==> src/rtl/adc_regs_pkg.sv <==
// adc_regs_pkg: offsets, reset values, field positions and channel codes
// assumes: byte-wide register port, 8-bit offsets
`default_nettype none
package adc_regs_pkg;
  localparam logic [7:0] OFS_CHARGE_CURRENT_HIGH = 8'h46;
  localparam logic [7:0] OFS_CHARGE_CURRENT_LOW = 8'h47;
  localparam logic [7:0] OFS_AUX_INPUT_HIGH = 8'h48;
  localparam logic [7:0] OFS_AUX_INPUT_LOW = 8'h49;
  localparam logic [7:0] OFS_INPUT_VOLTAGE_HIGH = 8'h4A;
  localparam logic [7:0] OFS_INPUT_VOLTAGE_LOW = 8'h4B;
  localparam logic [7:0] OFS_SYSTEM_RAIL_HIGH = 8'h4C;
  localparam logic [7:0] OFS_SYSTEM_RAIL_LOW = 8'h4D;
  localparam logic [7:0] OFS_INPUT_CURRENT_HIGH = 8'h4E;
  localparam logic [7:0] OFS_INPUT_CURRENT_LOW = 8'h4F;
  localparam logic [7:0] OFS_ALARM_ONE_HIGH = 8'h52;
  localparam logic [7:0] OFS_ALARM_ONE_LOW = 8'h53;
  localparam logic [7:0] OFS_ALARM_TWO_HIGH = 8'h54;
  // control register: trigger, channel select, alarm flag
  localparam logic [7:0] OFS_ADC_CONTROL = 8'h40;
  localparam logic [7:0] RST_ALARM_ONE_HIGH = 8'h23;
  localparam logic [7:0] RST_ALARM_ONE_LOW = 8'h20;
  localparam logic [7:0] RST_ALARM_TWO_HIGH = 8'h38;
  localparam logic [7:0] RST_RESULT = 8'h00;
  localparam logic [2:0] RST_CHANNEL_SELECT = 3'h2;
  localparam int POS_POLARITY = 3;
  localparam int POS_TRIGGER = 5;
  localparam int POS_ALARM_FLAG = 7;
  localparam logic [2:0] CH_DISABLED = 3'h0;
  localparam logic [2:0] CH_AUX_INPUT = 3'h1;
  localparam logic [2:0] CH_THERMISTOR = 3'h2;
  localparam logic [2:0] CH_BATTERY = 3'h3;
  localparam logic [2:0] CH_CHARGE_CURRENT = 3'h4;
  localparam logic [2:0] CH_INPUT_VOLTAGE = 3'h5;
  localparam logic [2:0] CH_SYSTEM_RAIL = 3'h6;
  localparam logic [2:0] CH_INPUT_CURRENT = 3'h7;
endpackage
`default_nettype wire

==> src/rtl/threshold_compare.sv <==
// threshold_compare: one-cycle alarm decision for a 12-bit threshold
// assumes: inputs stable in the cycle that sample is high
`default_nettype none
module threshold_compare #(
  parameter int WIDTH = 12
) (
  input wire logic [WIDTH-1:0] value,
  input wire logic [WIDTH-1:0] threshold,
  input wire logic above,
  input wire logic sample,
  output logic hit
);
  always_comb begin
    hit = sample & (above ? (value > threshold) : (value < threshold));
  end
endmodule
`default_nettype wire

==> src/rtl/result_capture.sv <==
// result_capture: latches a 16-bit result when its channel completes
// assumes: single clock, asynchronous active-low reset
`default_nettype none
module result_capture #(
  parameter logic [2:0] CHANNEL = 3'h0
) (
  input wire logic clk,
  input wire logic arst_n,
  input wire logic done,
  input wire logic [2:0] done_channel,
  input wire logic [15:0] done_data,
  input wire logic wr_high,
  input wire logic wr_low,
  input wire logic [7:0] wr_data,
  output logic [15:0] result
);
  typedef struct packed {
    logic [15:0] result;
  } state_s;
  state_s cur;
  state_s next_cur;
  always_comb begin
    next_cur = cur;
    if (wr_high) begin
      next_cur.result[15:8] = wr_data;
    end
    if (wr_low) begin
      next_cur.result[7:0] = wr_data;
    end
    if (done && done_channel == CHANNEL) begin
      next_cur.result = done_data;
    end
  end
  always_ff @(posedge clk or negedge arst_n) begin
    if (!arst_n) begin
      cur <= '0;
    end else begin
      cur <= next_cur;
    end
  end
  assign result = cur.result;
endmodule
`default_nettype wire

==> src/rtl/adc_result_and_alarm_regs.sv <==
// adc_result_and_alarm_regs: result bytes, comparator 1 alarm, thresholds
// assumes: byte register port from the serial slave, converter core outside
//Contract
//- charge current low byte at 0x47
//- aux input result at 0x48/0x49
//- input voltage result at 0x4A/0x4B
//- system rail result at 0x4C/0x4D
//- input current result at 0x4E/0x4F
//- threshold one from 0x52 and 0x53[7:4]
//- threshold one resets to 0x23 and 0010
//- polarity 0 alarms below threshold
//- polarity 1 alarms above threshold
//- threshold two high at 0x54, reset 0x38
//- three-bit channel code selects comparator input
//- trigger self-clears when conversion completes
`default_nettype none
module adc_result_and_alarm_regs (
  input wire logic clk,
  input wire logic arst_n,
  input wire logic reg_wr,
  input wire logic reg_rd,
  input wire logic [7:0] reg_addr,
  input wire logic [7:0] reg_wdata,
  output logic [7:0] reg_rdata,
  input wire logic conv_done,
  input wire logic [2:0] conv_channel,
  input wire logic [15:0] conv_data,
  input wire logic conv_busy,
  output logic manual_conversion_trigger,
  output logic alarm_one_irq,
  output logic alarm_one_flag
);
  typedef enum logic [1:0] {
    IDLE,
    WAIT_DONE
  } conv_e;
  typedef struct packed {
    logic [7:0] alarm_one_threshold_high;
    logic [7:0] alarm_one_threshold_low;
    logic [7:0] alarm_two_threshold_high;
    logic [2:0] alarm_one_channel_select;
    logic trigger;
    logic flag;
    logic irq;
    logic [7:0] rdata;
    conv_e conv;
  } state_s;
  state_s cur;
  state_s next_cur;
  logic [15:0] charge_current_result;
  logic [15:0] aux_input_result;
  logic [15:0] input_voltage_result;
  logic [15:0] system_rail_result;
  logic [15:0] input_current_result;
  logic [15:0] battery_result;
  logic [15:0] thermistor_result;
  logic [11:0] alarm_one_threshold;
  logic [11:0] done_value;
  logic sample;
  logic hit;
  logic wr_en;
  logic trig_req;

  assign wr_en = reg_wr;
  assign trig_req = wr_en && reg_addr == adc_regs_pkg::OFS_ADC_CONTROL &&
                    reg_wdata[adc_regs_pkg::POS_TRIGGER];

  // result registers per channel
  result_capture #(.CHANNEL(adc_regs_pkg::CH_CHARGE_CURRENT)) u_charge (
    .clk(clk),
    .arst_n(arst_n),
    .done(conv_done),
    .done_channel(conv_channel),
    .done_data(conv_data),
    .wr_high(wr_en && reg_addr == adc_regs_pkg::OFS_CHARGE_CURRENT_HIGH),
    .wr_low(wr_en && reg_addr == adc_regs_pkg::OFS_CHARGE_CURRENT_LOW),
    .wr_data(reg_wdata),
    .result(charge_current_result)
  );
  result_capture #(.CHANNEL(adc_regs_pkg::CH_AUX_INPUT)) u_aux (
    .clk(clk),
    .arst_n(arst_n),
    .done(conv_done),
    .done_channel(conv_channel),
    .done_data(conv_data),
    .wr_high(wr_en && reg_addr == adc_regs_pkg::OFS_AUX_INPUT_HIGH),
    .wr_low(wr_en && reg_addr == adc_regs_pkg::OFS_AUX_INPUT_LOW),
    .wr_data(reg_wdata),
    .result(aux_input_result)
  );
  result_capture #(.CHANNEL(adc_regs_pkg::CH_INPUT_VOLTAGE)) u_vin (
    .clk(clk),
    .arst_n(arst_n),
    .done(conv_done),
    .done_channel(conv_channel),
    .done_data(conv_data),
    .wr_high(wr_en && reg_addr == adc_regs_pkg::OFS_INPUT_VOLTAGE_HIGH),
    .wr_low(wr_en && reg_addr == adc_regs_pkg::OFS_INPUT_VOLTAGE_LOW),
    .wr_data(reg_wdata),
    .result(input_voltage_result)
  );
  result_capture #(.CHANNEL(adc_regs_pkg::CH_SYSTEM_RAIL)) u_rail (
    .clk(clk),
    .arst_n(arst_n),
    .done(conv_done),
    .done_channel(conv_channel),
    .done_data(conv_data),
    .wr_high(wr_en && reg_addr == adc_regs_pkg::OFS_SYSTEM_RAIL_HIGH),
    .wr_low(wr_en && reg_addr == adc_regs_pkg::OFS_SYSTEM_RAIL_LOW),
    .wr_data(reg_wdata),
    .result(system_rail_result)
  );
  result_capture #(.CHANNEL(adc_regs_pkg::CH_INPUT_CURRENT)) u_iin (
    .clk(clk),
    .arst_n(arst_n),
    .done(conv_done),
    .done_channel(conv_channel),
    .done_data(conv_data),
    .wr_high(wr_en && reg_addr == adc_regs_pkg::OFS_INPUT_CURRENT_HIGH),
    .wr_low(wr_en && reg_addr == adc_regs_pkg::OFS_INPUT_CURRENT_LOW),
    .wr_data(reg_wdata),
    .result(input_current_result)
  );

  // battery and thermistor only feed the comparator, no register here
  assign battery_result = (conv_channel == adc_regs_pkg::CH_BATTERY) ? conv_data : 16'h0000;
  assign thermistor_result =
    (conv_channel == adc_regs_pkg::CH_THERMISTOR) ? conv_data : 16'h0000;

  assign alarm_one_threshold = {cur.alarm_one_threshold_high,
                                cur.alarm_one_threshold_low[7:4]};

  // comparator input: selected channel, fresh conversion only
  always_comb begin
    done_value = 12'h000;
    sample = 1'b0;
    if (conv_done && conv_channel == cur.alarm_one_channel_select) begin
      sample = 1'b1;
      case (cur.alarm_one_channel_select)
        adc_regs_pkg::CH_DISABLED: sample = 1'b0;
        adc_regs_pkg::CH_AUX_INPUT: done_value = conv_data[15:4];
        adc_regs_pkg::CH_THERMISTOR: done_value = thermistor_result[15:4];
        adc_regs_pkg::CH_BATTERY: done_value = battery_result[15:4];
        adc_regs_pkg::CH_CHARGE_CURRENT: done_value = conv_data[15:4];
        adc_regs_pkg::CH_INPUT_VOLTAGE: done_value = conv_data[15:4];
        adc_regs_pkg::CH_SYSTEM_RAIL: done_value = conv_data[15:4];
        adc_regs_pkg::CH_INPUT_CURRENT: done_value = conv_data[15:4];
        default: sample = 1'b0;
      endcase
    end
  end

  threshold_compare #(.WIDTH(12)) u_cmp (
    .value(done_value),
    .threshold(alarm_one_threshold),
    .above(cur.alarm_one_threshold_low[adc_regs_pkg::POS_POLARITY]),
    .sample(sample),
    .hit(hit)
  );

  always_comb begin
    next_cur = cur;
    next_cur.irq = 1'b0;
    // register writes
    if (wr_en) begin
      case (reg_addr)
        adc_regs_pkg::OFS_ALARM_ONE_HIGH: next_cur.alarm_one_threshold_high = reg_wdata;
        adc_regs_pkg::OFS_ALARM_ONE_LOW: next_cur.alarm_one_threshold_low = reg_wdata;
        adc_regs_pkg::OFS_ALARM_TWO_HIGH: next_cur.alarm_two_threshold_high = reg_wdata;
        adc_regs_pkg::OFS_ADC_CONTROL: begin
          next_cur.alarm_one_channel_select = reg_wdata[2:0];
          if (reg_wdata[adc_regs_pkg::POS_TRIGGER]) begin
            next_cur.trigger = 1'b1;
          end
          if (!reg_wdata[adc_regs_pkg::POS_ALARM_FLAG]) begin
            next_cur.flag = 1'b0;
          end
        end
        default: begin
        end
      endcase
    end
    // conversion tracking
    case (cur.conv)
      IDLE: begin
        if (next_cur.trigger) begin
          next_cur.conv = WAIT_DONE;
        end
      end
      WAIT_DONE: begin
        if (conv_done && !conv_busy) begin
          // a start written in the ending cycle is kept, not lost
          next_cur.trigger = trig_req;
          next_cur.conv = trig_req ? WAIT_DONE : IDLE;
        end
      end
      default: next_cur.conv = IDLE;
    endcase
    // alarm set wins over clear
    if (hit) begin
      next_cur.flag = 1'b1;
      next_cur.irq = 1'b1;
    end
    // read data
    next_cur.rdata = 8'h00;
    if (reg_rd) begin
      case (reg_addr)
        adc_regs_pkg::OFS_CHARGE_CURRENT_HIGH: next_cur.rdata = charge_current_result[15:8];
        adc_regs_pkg::OFS_CHARGE_CURRENT_LOW: next_cur.rdata = charge_current_result[7:0];
        adc_regs_pkg::OFS_AUX_INPUT_HIGH: next_cur.rdata = aux_input_result[15:8];
        adc_regs_pkg::OFS_AUX_INPUT_LOW: next_cur.rdata = aux_input_result[7:0];
        adc_regs_pkg::OFS_INPUT_VOLTAGE_HIGH: next_cur.rdata = input_voltage_result[15:8];
        adc_regs_pkg::OFS_INPUT_VOLTAGE_LOW: next_cur.rdata = input_voltage_result[7:0];
        adc_regs_pkg::OFS_SYSTEM_RAIL_HIGH: next_cur.rdata = system_rail_result[15:8];
        adc_regs_pkg::OFS_SYSTEM_RAIL_LOW: next_cur.rdata = system_rail_result[7:0];
        adc_regs_pkg::OFS_INPUT_CURRENT_HIGH: next_cur.rdata = input_current_result[15:8];
        adc_regs_pkg::OFS_INPUT_CURRENT_LOW: next_cur.rdata = input_current_result[7:0];
        adc_regs_pkg::OFS_ALARM_ONE_HIGH: next_cur.rdata = cur.alarm_one_threshold_high;
        adc_regs_pkg::OFS_ALARM_ONE_LOW: next_cur.rdata = cur.alarm_one_threshold_low;
        adc_regs_pkg::OFS_ALARM_TWO_HIGH: next_cur.rdata = cur.alarm_two_threshold_high;
        adc_regs_pkg::OFS_ADC_CONTROL: begin
          next_cur.rdata = {cur.flag, 1'b0, cur.trigger, 2'b00, cur.alarm_one_channel_select};
        end
        default: next_cur.rdata = 8'h00;
      endcase
    end
  end

  always_ff @(posedge clk or negedge arst_n) begin
    if (!arst_n) begin
      cur.alarm_one_threshold_high <= adc_regs_pkg::RST_ALARM_ONE_HIGH;
      cur.alarm_one_threshold_low <= adc_regs_pkg::RST_ALARM_ONE_LOW;
      cur.alarm_two_threshold_high <= adc_regs_pkg::RST_ALARM_TWO_HIGH;
      cur.alarm_one_channel_select <= adc_regs_pkg::RST_CHANNEL_SELECT;
      cur.trigger <= 1'b0;
      cur.flag <= 1'b0;
      cur.irq <= 1'b0;
      cur.rdata <= adc_regs_pkg::RST_RESULT;
      cur.conv <= IDLE;
    end else begin
      cur <= next_cur;
    end
  end

  assign reg_rdata = cur.rdata;
  assign manual_conversion_trigger = cur.trigger;
  assign alarm_one_irq = cur.irq;
  assign alarm_one_flag = cur.flag;
endmodule
`default_nettype wire

==> config.mk <==
export PLATFORM = sky130hd
export DESIGN_NAME = adc_result_and_alarm_regs
export DESIGN_NICKNAME = d
export VERILOG_FILES = /design/src/rtl/adc_regs_pkg.sv /design/src/rtl/threshold_compare.sv /design/src/rtl/result_capture.sv /design/src/rtl/adc_result_and_alarm_regs.sv
export SDC_FILE = /design/constraint.sdc
export NUM_CORES = 1
export LEC_CHECK = 0
export ABC_CLOCK_PERIOD_IN_PS = 3920
export BUFFER_PORTS_ARGS = -buffer_cell sky130_fd_sc_hd__buf_4
export CAP_MARGIN = 20
export CORE_MARGIN = 5
export CORE_UTILIZATION = 40
export CTS_CLUSTER_SIZE = 14
export DETAILED_ROUTE_END_ITERATION = 10
export SLEW_MARGIN = 20
export SYNTH_ARGS = -nofsm -noshare
export SYNTH_HDL_FRONTEND = slang
export SYNTH_HIERARCHICAL = 1
export SYNTH_SLANG_ARGS = --single-unit
==> constraint.sdc <==
create_clock -name clk -period 3.92 [get_ports clk]
set_input_delay 0.196 -clock clk [delete_from_list [all_inputs] [get_ports clk]]
set_output_delay 0.196 -clock clk [all_outputs]
set_load 0.005 [all_outputs]
### After elaboration in Yosys (flattened, before gate mapping)

Index checks and enable logic that the tools add are counted.

* flip-flop bits (word level): 120
* latch bits: 0
* RAM bits: 0
* ROM bits: 0
* bits of input ports: 41
* output and inout bits: 11
* logic and storage cells: 131
* memories kept: 0

* $add $sub $neg: 0
* multipliers: 0
* div/mod/pow operators: 0
* magnitude comparators: 2
* equal/unequal tests: 33
* shifts and indexed selects: 0
* mux-type cells: 35
* bitwise gates (word level): 1
* reductions and logical operators: 41

Operators by type and width (count)
* $eq 8x7->1 const B: 14
* $mux 16: 7
* $pmux 8 s14: 1
* $mux 8: 11
* $pmux 12 s3: 1
* $eq 3x3->1 const B: 8
* $reduce_bool 2->1: 12
* $logic_and 1x1->1: 19
* $eq 3x2->1 const B: 4
* $gt 12x12->1: 1
* $lt 12x12->1: 1
* $mux 12: 1
* $mux 2: 5
* $reduce_and 2->1: 5
* $mux 1: 8
* $eq 3x1->1 const B: 2
* $reduce_or 5->1: 1
* $ne 2x2->1 const B: 2
* $pmux 2 s2: 1
* $eq 3x3->1: 1
* $logic_not 3->1: 1
* $reduce_and 3->1: 1
* $eq 2x1->1 const B: 1
* $logic_not 2->1: 1
* 3 further kinds: 3

### Longest topological paths before layout

Gate-level depths: netlist (run 1).

* word-level depth: 9
* gate-level depth with buffers: 13
* depth with buffers taken out: 13

### Hierarchy

The synthesis (run 1) kept the hierarchy.

By module, submodules not included
* adc_result_and_alarm_regs: instances 1, cells each 297, area each 2836.5 µm², seq. area each 985.9 µm²
* result_capture at u_rail ...: instances 2, cells each 52, area each 855.8 µm², seq. area each 400.4 µm²
* result_capture at u_aux ...: instances 2, cells each 53, area each 850.8 µm², seq. area each 400.4 µm²
* result_capture at u_iin: instances 1, cells each 52, area each 853.3 µm², seq. area each 400.4 µm²
* threshold_compare: instances 1, cells each 44, area each 327.8 µm², seq. area each 0.0 µm²

### Worst setup path after synthesis (run 1)

OpenSTA, ideal clock, no wires.

* kind: register to register
* start point: register cur[14] (netlist bit)
* end point: register cur (netlist bit alarm_one_flag)
* setup time: 66 ps
* arrival time: 2718 ps
* data required time: 3854 ps
* setup slack: 1135 ps
* stages on the path, launching flop included: 14
* buffers on the path: 1
* clock period less this slack: 2785 ps
* path through: dfstp_2 > nor2_1 > nor2_1 > nor2_1 > nor4_1 > clkbuf_1 > and2_1 > ha_1 > a21o_1 > a21oi_2 > nor2b_1 > a2111oi_2 > mux2i_1 > nand2b_1

* elaborated cells between the ends (all ways): 24
* classes of those cells: order compare (2); eq/ne (9); mux (6); bitwise (1); reduce/logical (6)

RTL lines
* start: declaration: line adc_result_and_alarm_regs.sv:48 `state_s cur;`
* start signal: assignment: line adc_result_and_alarm_regs.sv:241 `cur <= next_cur;`
* $logic_not 3->1 or $eq 3x3->1 (tied branches): line adc_result_and_alarm_regs.sv:139, adc_result_and_alarm_regs.sv:137
* $mux 1 or $logic_and 1x1->1 (tied branches): line adc_result_and_alarm_regs.sv:139, adc_result_and_alarm_regs.sv:137
* $mux 1 *: line adc_result_and_alarm_regs.sv:137 `if (conv_done && conv_channel == cur.alarm_one_channel_select) begin`
* named net sample: line adc_result_and_alarm_regs.sv:59 `logic sample;`
* $and 1x1->1 *: line threshold_compare.sv:14 `hit = sample & (above ? (value > threshold) : (value < threshold));`
* named net hit: line adc_result_and_alarm_regs.sv:60 `logic hit;`
* $ne 2x1->1 (no line) or $reduce_bool 2->1 (tied branches)
* $reduce_and 3->1 (no line)

The timed path passes the listed nets; every way through them passes the cells marked *.
A chain may end at the register's enable or synchronous reset.

### Worst setup path after layout (run 1)

* start point: register cur[14] (netlist bit)
* end point: register cur (netlist bit alarm_one_flag)

* cells in the longest elaborated chain, start to end: 9
* elaborated cells between the ends (all ways): 24
* classes of those cells: order compare (2); eq/ne (9); mux (6); bitwise (1); reduce/logical (6)

Ends and longest elaborated chain
* $eq 3x3->1 or $eq 3x1->1 (tied branches): line adc_result_and_alarm_regs.sv:139 `case (cur.alarm_one_channel_select)`
* $reduce_or 5->1 (no line)
* $pmux 12 s3: line adc_result_and_alarm_regs.sv:139
* $mux 12 *: line adc_result_and_alarm_regs.sv:137
* named net done_value[9]: line adc_result_and_alarm_regs.sv:58 `logic [11:0] done_value;`
* $lt 12x12->1 or $gt 12x12->1 (tied branches): line threshold_compare.sv:14
* $mux 1 *: line threshold_compare.sv:14
* $and 1x1->1 *: line threshold_compare.sv:14
* named net hit: line adc_result_and_alarm_regs.sv:60
* $ne 2x1->1 (no line) or $reduce_bool 2->1 (tied branches)
* $reduce_and 3->1 (no line)

Marked as above.

==> results.py, run 1 <==
metrics = {
    "final_layout": {
        "post-route-util": 0.467,
        "areaGrowthSynthToFinish_pct": 13.9,
        "num-fill-cells": 1649,
        "final_nets": 697,
        "drive_gt1_frac": 0.471,
        "layout.cells.non_filler": 885,
        "diodes": 0,
    },
    "clocking": {
        "clk_pin_slew_ns": 0.06,
        "post_cts_resize_count": 0,
        "ctsLongestPathBuffers": 2,
        "clk_latency_ns": 0.42,
        "ctsRootBufferMaster": "sky130_fd_sc_hd__clkbuf_16",
        "cts_setup_buffers": 0,
        "cts_buffers": 17,
        "hold_buffers": 1,
        "cts.sinks": 119,
        "cts-htree-levels": 4,
        "tritoncts": "built",
    },
    "routing": {
        "detail_route.drc_violations": 0,
        "detail_route.iter0.violations": 574,
        "sum_of_routed_wire_length_over_all_layers_microns": 22300,
        "detailedRoute.firstPassIterationCount": 5,
        "drt.antenna.violating_nets": 0,
        "wl_per_cell_microns": 25.2,
        "avgViaCountPerCell": 5.96,
        "routed-via-count": 5273,
    },
    "global_route": {
        "grt.total_usage": 0.210,
        "grt.overflow.total": 0,
        "grt_first_pass_wirelength_microns": 34500,
        "grt_start_max_net_pins": 55,
        "antenna_found_initial": 0,
        "number_of_global_route_vias_before_repair": 5669,
    },
    "synth": {
        "synth_top_family_by_area": "multiplexers",
        "yosys.area_share.xor_xnor": 0.00236,
        "yosys.area_share.simple": 0.109,
        "synth-main-ff-cell": "sky130_fd_sc_hd__dfrtp_1",
        "synthArstFlopShare": 1.00,
        "synth.yosys.warnings": 6,
        "synth.net_count": 656,
        "syn_area_sq_um": 7430,
        "synthDistinctLibCells": 61,
        "synth_compound_area_frac": 0.0736,
        "synth_enable_flop_cells": 0,
        "netlist_instances": 603,
        "count_of_state_elements_after_synthesis": 119,
        "synth_fa_ha_area_frac": 0.0202,
        "synth.avg_cell_area_sq_um": 12.3,
        "synth_seq_area_share": 0.402,
        "synth.area.mux_share": 0.333,
    },
    "floorplanning": {
        "fp-row-count": 49,
        "floorplan.core_area_sq_um": 18100,
        "chipWidth_microns": 146,
        "design.portCount": 52,
        "die-area_sq_um": 21400,
        "floorplan.die.height_microns": 146,
        "initial_cell_density_of_the_core": 0.409,
    },
    "placement": {
        "place_inst": 853,
        "post-place-ws_ns": 1.01,
        "dp.final_hpwl_microns": 15300,
        "placement.io_buffers": 51,
        "routabilityCongestion": 0.952,
    },
    "hold_path": {
        "holdPathEnd": "u_charge/result[3]$_DFFE_PN0P_",
        "hold_path_startpoint": "conv_data[3]",
        "depth_of_the_worst_hold_timing_path": 2,
        "holdCritPathClass": "input port to flip-flop",
    },
    "run": {
        "maxcap_violations": 0,
    },
    "timing": {
        "tightestPinTransition_ns": 0.771,
        "report.final.setup_viol": 0,
        "final.setup.tns_ns": 0,
        "period_utilisation_layout": 0.751,
        "skew_ns": 0.00536,
        "max_freq_mhz": 339,
        "setup_slack_ns": 0.974,
        "period_minus_slack_ns": 2.95,
        "slew_headroom": 0.486,
        "final_hold_viols": 0,
        "finalMaxSlewViolations": 0,
        "rsz_0062_raised_after_global_routing": "false",
    },
    "power_and_ir_drop": {
        "finalPower_mw": 3.94,
        "max-vdd-ir-drop_mv": 0.302,
        "static_leakage_nw": 3.82,
        "power_density_nw_per_um2": 465,
    },
    "worst_setup_path": {
        "type_of_the_worst_setup_path": "flip-flop to flip-flop",
        "worst-r2r-cell-count": 13,
        "endpoint_type_of_the_worst_setup_path": "flip-flop",
        "timing.critical_path.fanout_max": 14,
        "critPathArrivalTime_ns": 3.30,
        "critPathRequiredTime_ns": 4.28,
        "reg2reg_slack_ns": 0.97,
        "reg2reg_start": "cur[14]$_DFFE_PN1N_",
        "worstSetupStartpointType": "flip-flop",
        "worst_r2r_endpoint": "alarm_one_flag$_DFFE_PN0P_",
    },
    "status": {
        "outcome": "finished, final reports clean",
    },
}
==> cell type report <==
| class | count | area (sq um) | share of cell area |
|---|---|---|---|
| Clock buffer | 24 | 512 | 0.0604 |
| Sequential cell | 119 | 2990 | 0.353 |
| Tap cell | 229 | 287 | 0.0338 |
| Clock inverter | 7 | 91.3 | 0.0108 |
| Multi-Input combinational cell | 420 | 4010 | 0.473 |
| Inverter | 18 | 67.6 | 0.00798 |
| Timing Repair Buffer | 68 | 513 | 0.0606 |
==> worst max path at each step <==
stage / endpoint / from / slack (ns) / depth (start not counted)
2_1_floorplan: alarm_one_flag$_DFFE_PN0P_ / cur[14]$_DFFE_PN1N_ / 1.14 / 13
3_3_place_gp: alarm_one_flag$_DFFE_PN0P_ / cur[14]$_DFFE_PN1N_ / 1.03 / 13
3_5_place_dp: alarm_one_flag$_DFFE_PN0P_ / cur[14]$_DFFE_PN1N_ / 1.01 / 13
4_1_cts: alarm_one_flag$_DFFE_PN0P_ / cur[14]$_DFFE_PN1N_ / 0.99 / 13
5_1_grt: alarm_one_flag$_DFFE_PN0P_ / cur[14]$_DFFE_PN1N_ / 0.67 / 13
6_report: alarm_one_flag$_DFFE_PN0P_ / cur[14]$_DFFE_PN1N_ / 0.97 / 13
==> report_power, final <==
| group | internal [mW] | switching, mW | leakage [nW] |
|---|---|---|---|
| clock | 1.03 | 0.563 | 0.298 |
| combinational | 0.467 | 0.309 | 2.05 |
| sequential | 1.44 | 0.122 | 1.47 |
| total | 2.94 | 0.994 | 3.82 |
==> per-stage QoR <==
stage	hold WS, ns	cell area (sq um)
2_1_floorplan	-0.0996	7430
3_3_place_gp	0.173	7850
3_5_place_dp	0.176	7850
4_1_cts	0.0372	8470
5_1_grt	0.0397	8470
6_report	0.0510	8470
==> cells in the mapped netlist (3+ instances only) <==
cell type                  number  area share
sky130_fd_sc_hd__ha_1          12       0.020
sky130_fd_sc_hd__nor2b_1        3      0.0025
sky130_fd_sc_hd__a32oi_1        5      0.0059
sky130_fd_sc_hd__inv_1         18      0.0091
sky130_fd_sc_hd__nand4_1        5      0.0042
sky130_fd_sc_hd__a41oi_1        6      0.0071
sky130_fd_sc_hd__mux2_2       135        0.20
sky130_fd_sc_hd__buf_4         11       0.011
sky130_fd_sc_hd__mux2_1         3      0.0045
sky130_fd_sc_hd__a21o_1         3      0.0030
sky130_fd_sc_hd__and2_1        14       0.012
sky130_fd_sc_hd__dfstp_2        8       0.028
sky130_fd_sc_hd__o21ai_0       14      0.0094
sky130_fd_sc_hd__nand3_1       18       0.012
sky130_fd_sc_hd__nor2_1        15      0.0076
sky130_fd_sc_hd__a21oi_1       10      0.0067
sky130_fd_sc_hd__a22oi_1        6      0.0061
sky130_fd_sc_hd__buf_2         16       0.011
sky130_fd_sc_hd__a221o_1        6      0.0081
sky130_fd_sc_hd__mux2_4        50        0.10
sky130_fd_sc_hd__nand2_1       30       0.015
sky130_fd_sc_hd__a31oi_1        9      0.0076
sky130_fd_sc_hd__clkbuf_1       3      0.0015
sky130_fd_sc_hd__buf_6         12       0.018
sky130_fd_sc_hd__mux4_2         4       0.012
sky130_fd_sc_hd__nor3_1         4      0.0027
sky130_fd_sc_hd__nand3b_1       6      0.0061
sky130_fd_sc_hd__mux2i_1        8       0.011
sky130_fd_sc_hd__dfrtp_1      111        0.37
sky130_fd_sc_hd__buf_12         3      0.0081
sky130_fd_sc_hd__and3_1        11      0.0093
==> per-layer routing <==
layer	up-vias	wire length, microns	global-route usage
li1	2309	-	-
met1	2661	9470	0.277
met2	260	10700	0.343
met3	43	1730	0.0474
met4	0	449	0.0687
met5	-	0	0
==> state kept, by name (all words and copies together), names as in the netlist, 8 cells and up <==
signal               count
u_iin/result            16
u_rail/result           16
reg_rdata                8
u_aux/result            16
u_charge/result         16
cur                     16
alarm_one_threshold     12
u_vin/result            16
==> cell families after synthesis <==
kind of cell | Yosys count
compound gates | 75
xor+xnor | 2
fa+ha+maj | 12
buf+inv | 64
flops | 119
mux | 200
simple gates | 131
==> worst max-delay path: stages (launching register included) <==
cell,delay [ns]
sky130_fd_sc_hd__dfstp_2,0.59
sky130_fd_sc_hd__nor2_1,0.06
sky130_fd_sc_hd__nor2_1,0.09
sky130_fd_sc_hd__nor2_1,0.05
sky130_fd_sc_hd__nor4_2,0.24
sky130_fd_sc_hd__buf_4,0.22
sky130_fd_sc_hd__and2_1,0.15
sky130_fd_sc_hd__ha_1,0.25
sky130_fd_sc_hd__a21o_1,0.18
sky130_fd_sc_hd__a21oi_2,0.14
sky130_fd_sc_hd__nor2b_1,0.08
sky130_fd_sc_hd__a2111oi_2,0.37
sky130_fd_sc_hd__mux2i_1,0.33
sky130_fd_sc_hd__nand2b_1,0.14
==> cell usage in the layout (no fill, tap or decap), drive strengths merged, types with 6 or more instances in the layout <==
cell and count:
a21oi 11, a221o 6, a22oi 6, a31oi 9, a41oi 7, and2 15
and3 11, buf 67, clkbuf 24, dfrtp 111, dfstp 8, ha 12
inv 18, mux2 188, mux2i 8, nand2 32, nand3 20, nand3b 6
nand4 6, nor2 16, o21ai 15
Power figures use the tool's default switching activity.
==> run 2, diff against run 1 <==
--- a/config.mk
+++ b/config.mk
@@ -5,7 +5,7 @@
 export SDC_FILE = /design/constraint.sdc
 export NUM_CORES = 1
 export LEC_CHECK = 0
-export ABC_CLOCK_PERIOD_IN_PS = 3920
+export ABC_CLOCK_PERIOD_IN_PS = 2900
 export BUFFER_PORTS_ARGS = -buffer_cell sky130_fd_sc_hd__buf_4
 export CAP_MARGIN = 20
 export CORE_MARGIN = 5
==> constraint.sdc (replaced) <==
create_clock -name clk -period 2.9 [get_ports clk]
set_input_delay 0.145 -clock clk [delete_from_list [all_inputs] [get_ports clk]]
set_output_delay 0.145 -clock clk [all_outputs]
set_load 0.005 [all_outputs]
==> run 2 against run 1 <==
Worst setup slack got worse by 0.78 ns. Critical path type unchanged. Via count grew 0.82%. Critical endpoint unchanged. Non-clock buffer count increased by 12.
==> results.py, run 2 (synthesis gave the netlist of run 1 again) <==
metrics = {
    "worst_setup_path": {
        "critPathRequiredTime_ns": 3.27,
        "crit_slowest_cell": "sky130_fd_sc_hd__dfstp_2",
        "cp_cell_sequence": "nor2_1 -> nor2_1 -> nor2_1 -> nor4_2 -> buf_4 -> and2_1 -> ha_1 -> a21oi_1 -> o21ai_1 -> a2111oi_4 -> mux2i_1 -> nand2b_1",
        "critPathTopFamily": "simple AND/OR/NAND/NOR gates",
        "endpoint_type_of_the_worst_setup_path": "flip-flop",
        "type_of_the_worst_setup_path": "flip-flop to flip-flop",
        "cp_slowest_stage_delay_ns": 0.56,
        "critPathArrivalTime_ns": 3.08,
        "crit_path_frequent_cell": "sky130_fd_sc_hd__nor2_1",
        "timing.critical_path.fanout_max": 13,
        "worstSetupStartpointType": "flip-flop",
        "critical_path.n_buffers_inverters": 1,
    },
    "clocking": {
        "ctsLongestPathBuffers": 2,
        "clk_latency_ns": 0.43,
        "cts-htree-levels": 4,
        "cts_setup_buffers": 0,
        "ctsRootBufferMaster": "sky130_fd_sc_hd__clkbuf_16",
        "clk_pin_slew_ns": 0.06,
        "cts.sinks": 119,
        "tritoncts": "built",
        "cts_buffers": 17,
    },
    "final_layout": {
        "drive_gt1_frac": 0.472,
        "diodes": 0,
        "layout.cells.most_common": "sky130_fd_sc_hd__mux2_2",
        "most-common-layout-cells": "135 x sky130_fd_sc_hd__mux2_2, 111 x sky130_fd_sc_hd__dfrtp_1, 75 x sky130_fd_sc_hd__buf_4",
        "layout.cells.non_filler": 898,
        "areaGrowthSynthToFinish_pct": 15.1,
        "final_nets": 709,
        "num-fill-cells": 1668,
    },
    "routing": {
        "avgViaCountPerCell": 5.92,
        "detail_route.drc_violations": 0,
        "detailedRoute.firstPassIterationCount": 7,
        "routed-via-count": 5316,
        "detail_route.iter0.violations": 480,
        "sum_of_routed_wire_length_over_all_layers_microns": 22400,
        "wl_per_cell_microns": 24.9,
        "drt.antenna.violating_nets": 0,
    },
    "floorplanning": {
        "initial_cell_density_of_the_core": 0.409,
        "floorplan.die.height_microns": 146,
        "floorplan.core_area_sq_um": 18100,
        "die-area_sq_um": 21400,
        "fp-row-count": 49,
        "chipWidth_microns": 146,
        "design.portCount": 52,
    },
    "placement": {
        "post-place-ws_ns": 0.154,
        "placement.io_buffers": 51,
        "place_inst": 862,
        "routabilityCongestion": 0.946,
        "dp.final_hpwl_microns": 15800,
    },
    "timing": {
        "tightestPinTransition_ns": 0.562,
        "finalMaxSlewViolations": 0,
        "max_freq_mhz": 369,
        "period_minus_slack_ns": 2.71,
        "final.setup.tns_ns": 0,
        "rsz_0062_raised_after_global_routing": "false",
        "final_hold_viols": 0,
        "slew_headroom": 0.624,
        "skew_ns": 0.00777,
        "setup_slack_ns": 0.191,
        "period_utilisation_layout": 0.934,
        "report.final.setup_viol": 0,
    },
    "global_route": {
        "grt_start_max_net_pins": 70,
        "antenna_found_initial": 0,
        "grt_first_pass_wirelength_microns": 34400,
        "grt.overflow.total": 0,
        "grt.total_usage": 0.212,
        "number_of_global_route_vias_before_repair": 5552,
    },
    "hold_path": {
        "holdCritPathClass": "input port to flip-flop",
    },
    "status": {
        "outcome": "finished, final reports clean",
    },
    "power_and_ir_drop": {
        "max-vdd-ir-drop_mv": 0.332,
        "power_density_nw_per_um2": 611,
        "static_leakage_nw": 3.86,
    },
    "run": {
        "maxcap_violations": 0,
    },
}
## run 2: cell types whose count changed in the layout (fill, tap and decap cells not counted), sizes merged
cell / previous run / this run
clkinvlp: 1 / 2
clkbuf: 24 / 23
clkinv: 4 / 5
buf: 67 / 76
dlygate4sd3: 1 / 4
## run 2: final cells by class
cell class	instances	area, sq um	share of cell area
flip-flops and latches	119	2990	0.349
repair buffers	80	623	0.0728
well taps	229	287	0.0335
inverters	18	67.6	0.00790
multi-input cells	420	4020	0.470
clock buffers	23	468	0.0547
clock inverters	9	100	0.0117
## run 2: per-layer routing
layer | vias to the layer above | global-route usage | part of all wire | routed length, microns
met2 | 223 | 0.334 | 0.46 | 10400
met4 | 0 | 0.0701 | 0.027 | 601
met5 | - | 0 | 0 | 0
met3 | 41 | 0.0514 | 0.070 | 1570
met1 | 2725 | 0.287 | 0.44 | 9840
li1 | 2327 | - | - | -
## run 2: final timing paths
path	cells after the start	slack [ns]	endpoint	start
worst max-delay path	12	0.19	alarm_one_flag$_DFFE_PN0P_	cur[14]$_DFFE_PN1N_
worst min-delay path	2	0.02	u_charge/result[0]$_DFFE_PN0P_	conv_data[0]
worst max register to register	12	0.19	alarm_one_flag$_DFFE_PN0P_	cur[14]$_DFFE_PN1N_
worst min register to register	2	0.50	cur[14]$_DFFE_PN1N_	cur[14]$_DFFE_PN1N_
max in group asynchronous	3	1.98	alarm_one_threshold[4]$_DFFE_PN1P_	arst_n
min in group asynchronous	2	0.16	u_aux/result[6]$_DFFE_PN0P_	arst_n
## run 2: repair_timing
| item | 4_1_cts | 5_1_grt |
|---|---|---|
| hold endpoints to repair | 37 | 0 |
| gates resized for setup | 0 | 1 |
| setup endpoints to repair | 0 | 1 |
| hold buffers | 4 | 0 |
## run 2: worst reg2reg max path, cell delays in order (launching register included)
cell	delay (ns)
sky130_fd_sc_hd__dfstp_2	0.56
sky130_fd_sc_hd__nor2_1	0.05
sky130_fd_sc_hd__nor2_1	0.08
sky130_fd_sc_hd__nor2_1	0.05
sky130_fd_sc_hd__nor4_2	0.27
sky130_fd_sc_hd__buf_4	0.22
sky130_fd_sc_hd__and2_1	0.14
sky130_fd_sc_hd__ha_1	0.25
sky130_fd_sc_hd__a21oi_1	0.17
sky130_fd_sc_hd__o21ai_1	0.12
sky130_fd_sc_hd__a2111oi_4	0.33
sky130_fd_sc_hd__mux2i_1	0.27
sky130_fd_sc_hd__nand2b_1	0.13
## run 2: where the power goes
group	total, mW	switching (mW)	internal (mW)	leakage (nW)
Sequential	2.12	0.166	1.95	1.47
Combinational	1.06	0.413	0.644	2.11
Clock	2.05	0.753	1.30	0.277
Total	5.23	1.33	3.89	3.86
## run 2: metrics by stage
stage | utilization | power (mW) | hold slack [ns] | cell area (sq um)
finish | 0.471 | 5.23 | 0.0240 | 8550
global route | 0.471 | 5.45 | 0.0172 | 8550
CTS | 0.471 | 5.24 | 0.000497 | 8540
detailed placement | 0.437 | 3.18 | 0.0783 | 7930
global placement | 0.437 | 3.13 | 0.0757 | 7930
floorplan | - | 2.84 | -0.151 | 7430
==> run 3, diff against run 2 <==
--- a/config.mk
+++ b/config.mk
@@ -5,11 +5,13 @@
 export SDC_FILE = /design/constraint.sdc
 export NUM_CORES = 1
 export LEC_CHECK = 0
+export ABC_AREA = 1
 export ABC_CLOCK_PERIOD_IN_PS = 2900
 export BUFFER_PORTS_ARGS = -buffer_cell sky130_fd_sc_hd__buf_4
 export CAP_MARGIN = 20
 export CORE_MARGIN = 5
 export CORE_UTILIZATION = 40
+export CTS_CLUSTER_DIAMETER = 50
 export CTS_CLUSTER_SIZE = 14
 export DETAILED_ROUTE_END_ITERATION = 10
 export SLEW_MARGIN = 20
==> run 3 against run 2 <==
Routed wire length up 16%. Critical path depth unchanged. Cell area down 0.15%. Register-to-register slack better by 0.24 ns. Die area up 0.36%. Synthesized area up 0.39%. Power down 1.3%. Via count up 35%. Hold slack better by 0.0062 ns. Clock skew up 0.0034 ns.
==> results.py, run 3 <==
metrics = {
    "worst_setup_path": {
        "type_of_the_worst_setup_path": "flip-flop to flip-flop",
        "endpoint_type_of_the_worst_setup_path": "flip-flop",
        "critPathArrivalTime_ns": 2.85,
        "worstSetupStartpointType": "flip-flop",
        "timing.critical_path.fanout_max": 13,
        "critPathRequiredTime_ns": 3.28,
    },
    "floorplanning": {
        "design.portCount": 52,
        "fp-row-count": 50,
        "chipWidth_microns": 147,
        "floorplan.die.height_microns": 147,
        "die-area_sq_um": 21500,
        "floorplan.core_area_sq_um": 18500,
        "initial_cell_density_of_the_core": 0.403,
    },
    "clocking": {
        "cts_buffers": 17,
        "clk_latency_ns": 0.43,
        "ctsRootBufferMaster": "sky130_fd_sc_hd__clkbuf_16",
        "ctsLongestPathBuffers": 2,
        "tritoncts": "built",
        "cts.sinks": 119,
        "cts_setup_buffers": 0,
        "cts-htree-levels": 4,
        "clk_pin_slew_ns": 0.06,
        "hold_buffers": 1,
        "post_cts_resize_count": 0,
    },
    "timing": {
        "holdWs_ns": 0.0302,
        "period_utilisation_layout": 0.852,
        "slew_headroom": 0.622,
        "final_hold_viols": 0,
        "rsz_0062_raised_after_global_routing": "false",
        "skew_ns": 0.0111,
        "final.setup.tns_ns": 0,
        "max_freq_mhz": 405,
        "period_minus_slack_ns": 2.47,
        "report.final.setup_viol": 0,
        "finalMaxSlewViolations": 0,
        "tightestPinTransition_ns": 0.566,
    },
    "power_and_ir_drop": {
        "combinationalPowerShare": 0.130,
        "seq_power_share": 0.399,
        "power_frac_clock": 0.472,
        "power_density_nw_per_um2": 604,
        "power.internal_mw": 3.79,
        "static_leakage_nw": 4.30,
        "switchingPower_mw": 1.37,
        "max-vdd-ir-drop_mv": 0.440,
        "power_switching_share": 0.266,
    },
    "global_route": {
        "antenna_found_initial": 0,
        "grt.overflow.total": 0,
        "grt.total_usage": 0.242,
        "grt_first_pass_wirelength_microns": 39900,
        "number_of_global_route_vias_before_repair": 6720,
        "grt_start_max_net_pins": 96,
    },
    "synth": {
        "yosys.area.top_type_share": 0.372,
        "yosysMostFrequentCell": "sky130_fd_sc_hd__nand3_1",
        "synth_common_cells": "404 x sky130_fd_sc_hd__nand3_1, 147 x sky130_fd_sc_hd__nand2_1, 111 x sky130_fd_sc_hd__dfrtp_1",
        "count_of_state_elements_after_synthesis": 119,
        "synth.yosys.warnings": 6,
        "synth.net_count": 1027,
        "netlist_instances": 974,
        "synthDistinctLibCells": 28,
        "synth.avg_cell_area_sq_um": 7.66,
        "synth.largest_area_cell": "sky130_fd_sc_hd__dfrtp_1",
        "synth_seq_area_share": 0.401,
        "syn_area_sq_um": 7460,
        "ys_top_cells_by_area": "sky130_fd_sc_hd__dfrtp_1 37%, sky130_fd_sc_hd__nand3_1 27%, sky130_fd_sc_hd__nand2_1 7.4%, sky130_fd_sc_hd__nor2_1 3.8%, sky130_fd_sc_hd__inv_1 3.0%",
        "synth-main-ff-cell": "sky130_fd_sc_hd__dfrtp_1",
        "synthArstFlopShare": 1.00,
        "synth_enable_flop_cells": 0,
    },
    "routing": {
        "detailedRoute.firstPassIterationCount": 6,
        "sum_of_routed_wire_length_over_all_layers_microns": 25900,
        "detail_route.iter0.violations": 1124,
        "drt.antenna.violating_nets": 0,
        "avgViaCountPerCell": 5.74,
        "routed-via-count": 7192,
        "wl_per_cell_microns": 20.7,
        "detail_route.drc_violations": 0,
    },
    "placement": {
        "placement.io_buffers": 51,
        "placedInstanceArea_sq_um": 7860,
        "dp.final_hpwl_microns": 16800,
        "routabilityCongestion": 0.890,
    },
    "final_layout": {
        "final_nets": 1058,
        "areaGrowthSynthToFinish_pct": 14.5,
        "drive_gt1_frac": 0.176,
        "layout.cells.most_common": "sky130_fd_sc_hd__nand3_1",
        "final_cell_area_sq_um": 8540,
        "diodes": 0,
        "most-common-layout-cells": "404 x sky130_fd_sc_hd__nand3_1, 147 x sky130_fd_sc_hd__nand2_1, 111 x sky130_fd_sc_hd__dfrtp_1",
    },
    "hold_path": {
        "holdCritPathClass": "input port to flip-flop",
    },
    "status": {
        "outcome": "finished, final reports clean",
    },
    "run": {
        "maxcap_violations": 0,
    },
}
[run 3: logic make-up (layout without fill, tap and decap cells)]
family	count (synthesis)	after routing	share of synthesized area
flops	119	119	0.401
simple gates	673	673	0.440
mux	18	18	0.0272
compound gates	21	21	0.0149
fa+ha+maj	12	12	0.0201
buf+inv	128	172	0.0938
xor+xnor	3	3	0.00352
[run 3: power groups by stage]
| stage | Sequential (mW) | Combinational (mW) | Clock [mW] |
|---|---|---|---|
| floorplan | 2.04 | 0.416 | 0 |
| global placement | 2.08 | 0.653 | 0 |
| detailed placement | 2.08 | 0.665 | 0 |
| CTS | 2.05 | 0.667 | 2.46 |
| global route | 2.09 | 0.743 | 2.53 |
| finish | 2.06 | 0.669 | 2.43 |
[run 3: final cells by class]
cell class                      count  area, sq um
Clock buffer                       18          439
Clock inverter                     14          229
Fill cell                        1850         9980
Inverter                           70          263
Multi-Input combinational cell    727         3780
Sequential cell                   119         2990
Tap cell                          234          293
Timing Repair Buffer               70          553
[run 3: worst max-delay path: stages (launching register included)]
cell,delay (ns)
sky130_fd_sc_hd__dfstp_2,0.57
sky130_fd_sc_hd__xnor2_1,0.12
sky130_fd_sc_hd__nand4_1,0.46
sky130_fd_sc_hd__nor2_1,0.26
sky130_fd_sc_hd__ha_1,0.27
sky130_fd_sc_hd__a21o_1,0.18
sky130_fd_sc_hd__nor2_1,0.13
sky130_fd_sc_hd__nand3_2,0.09
sky130_fd_sc_hd__nand2_1,0.06
sky130_fd_sc_hd__nand2_1,0.05
sky130_fd_sc_hd__nor2_1,0.12
sky130_fd_sc_hd__inv_1,0.05
sky130_fd_sc_hd__nand2_1,0.05
[run 3: path summary, 6_finish.rpt]
check,depth (start not counted),startpoint,endpoint,slack [ns]
min in group asynchronous,2,arst_n,cur[26]$_DFFE_PN0P_,0.20
setup reg to reg,12,cur[14]$_DFFE_PN1N_,alarm_one_flag$_DFFE_PN0P_,0.43
setup / recovery,12,cur[14]$_DFFE_PN1N_,alarm_one_flag$_DFFE_PN0P_,0.43
hold / removal,3,conv_data[0],u_iin/result[0]$_DFFE_PN0P_,0.03
hold reg to reg,2,cur[0]$_DFFE_PN0P_,cur[0]$_DFFE_PN0P_,0.50
max in group asynchronous,3,arst_n,alarm_one_threshold[9]$_DFFE_PN1P_,1.95
[run 3: metal layers]
layer,wire length [microns],track usage,part of all wire
met4,1170,0.110,0.045
met1,10500,0.323,0.41
met2,12000,0.375,0.46
met5,0,0,0
met3,2190,0.0571,0.085
[run 3: stage by stage]
| stage | instances | power (mW) | setup slack [ns] | utilization |
|---|---|---|---|---|
| floorplan | 974 | 2.46 | 0.719 | - |
| global placement | 1219 | 2.73 | 0.504 | 0.425 |
| detailed placement | 1219 | 2.74 | 0.417 | 0.425 |
| CTS | 1252 | 5.18 | 0.388 | 0.461 |
| global route | 1252 | 5.36 | 0.0955 | 0.461 |
| finish | 1252 | 5.16 | 0.429 | 0.461 |
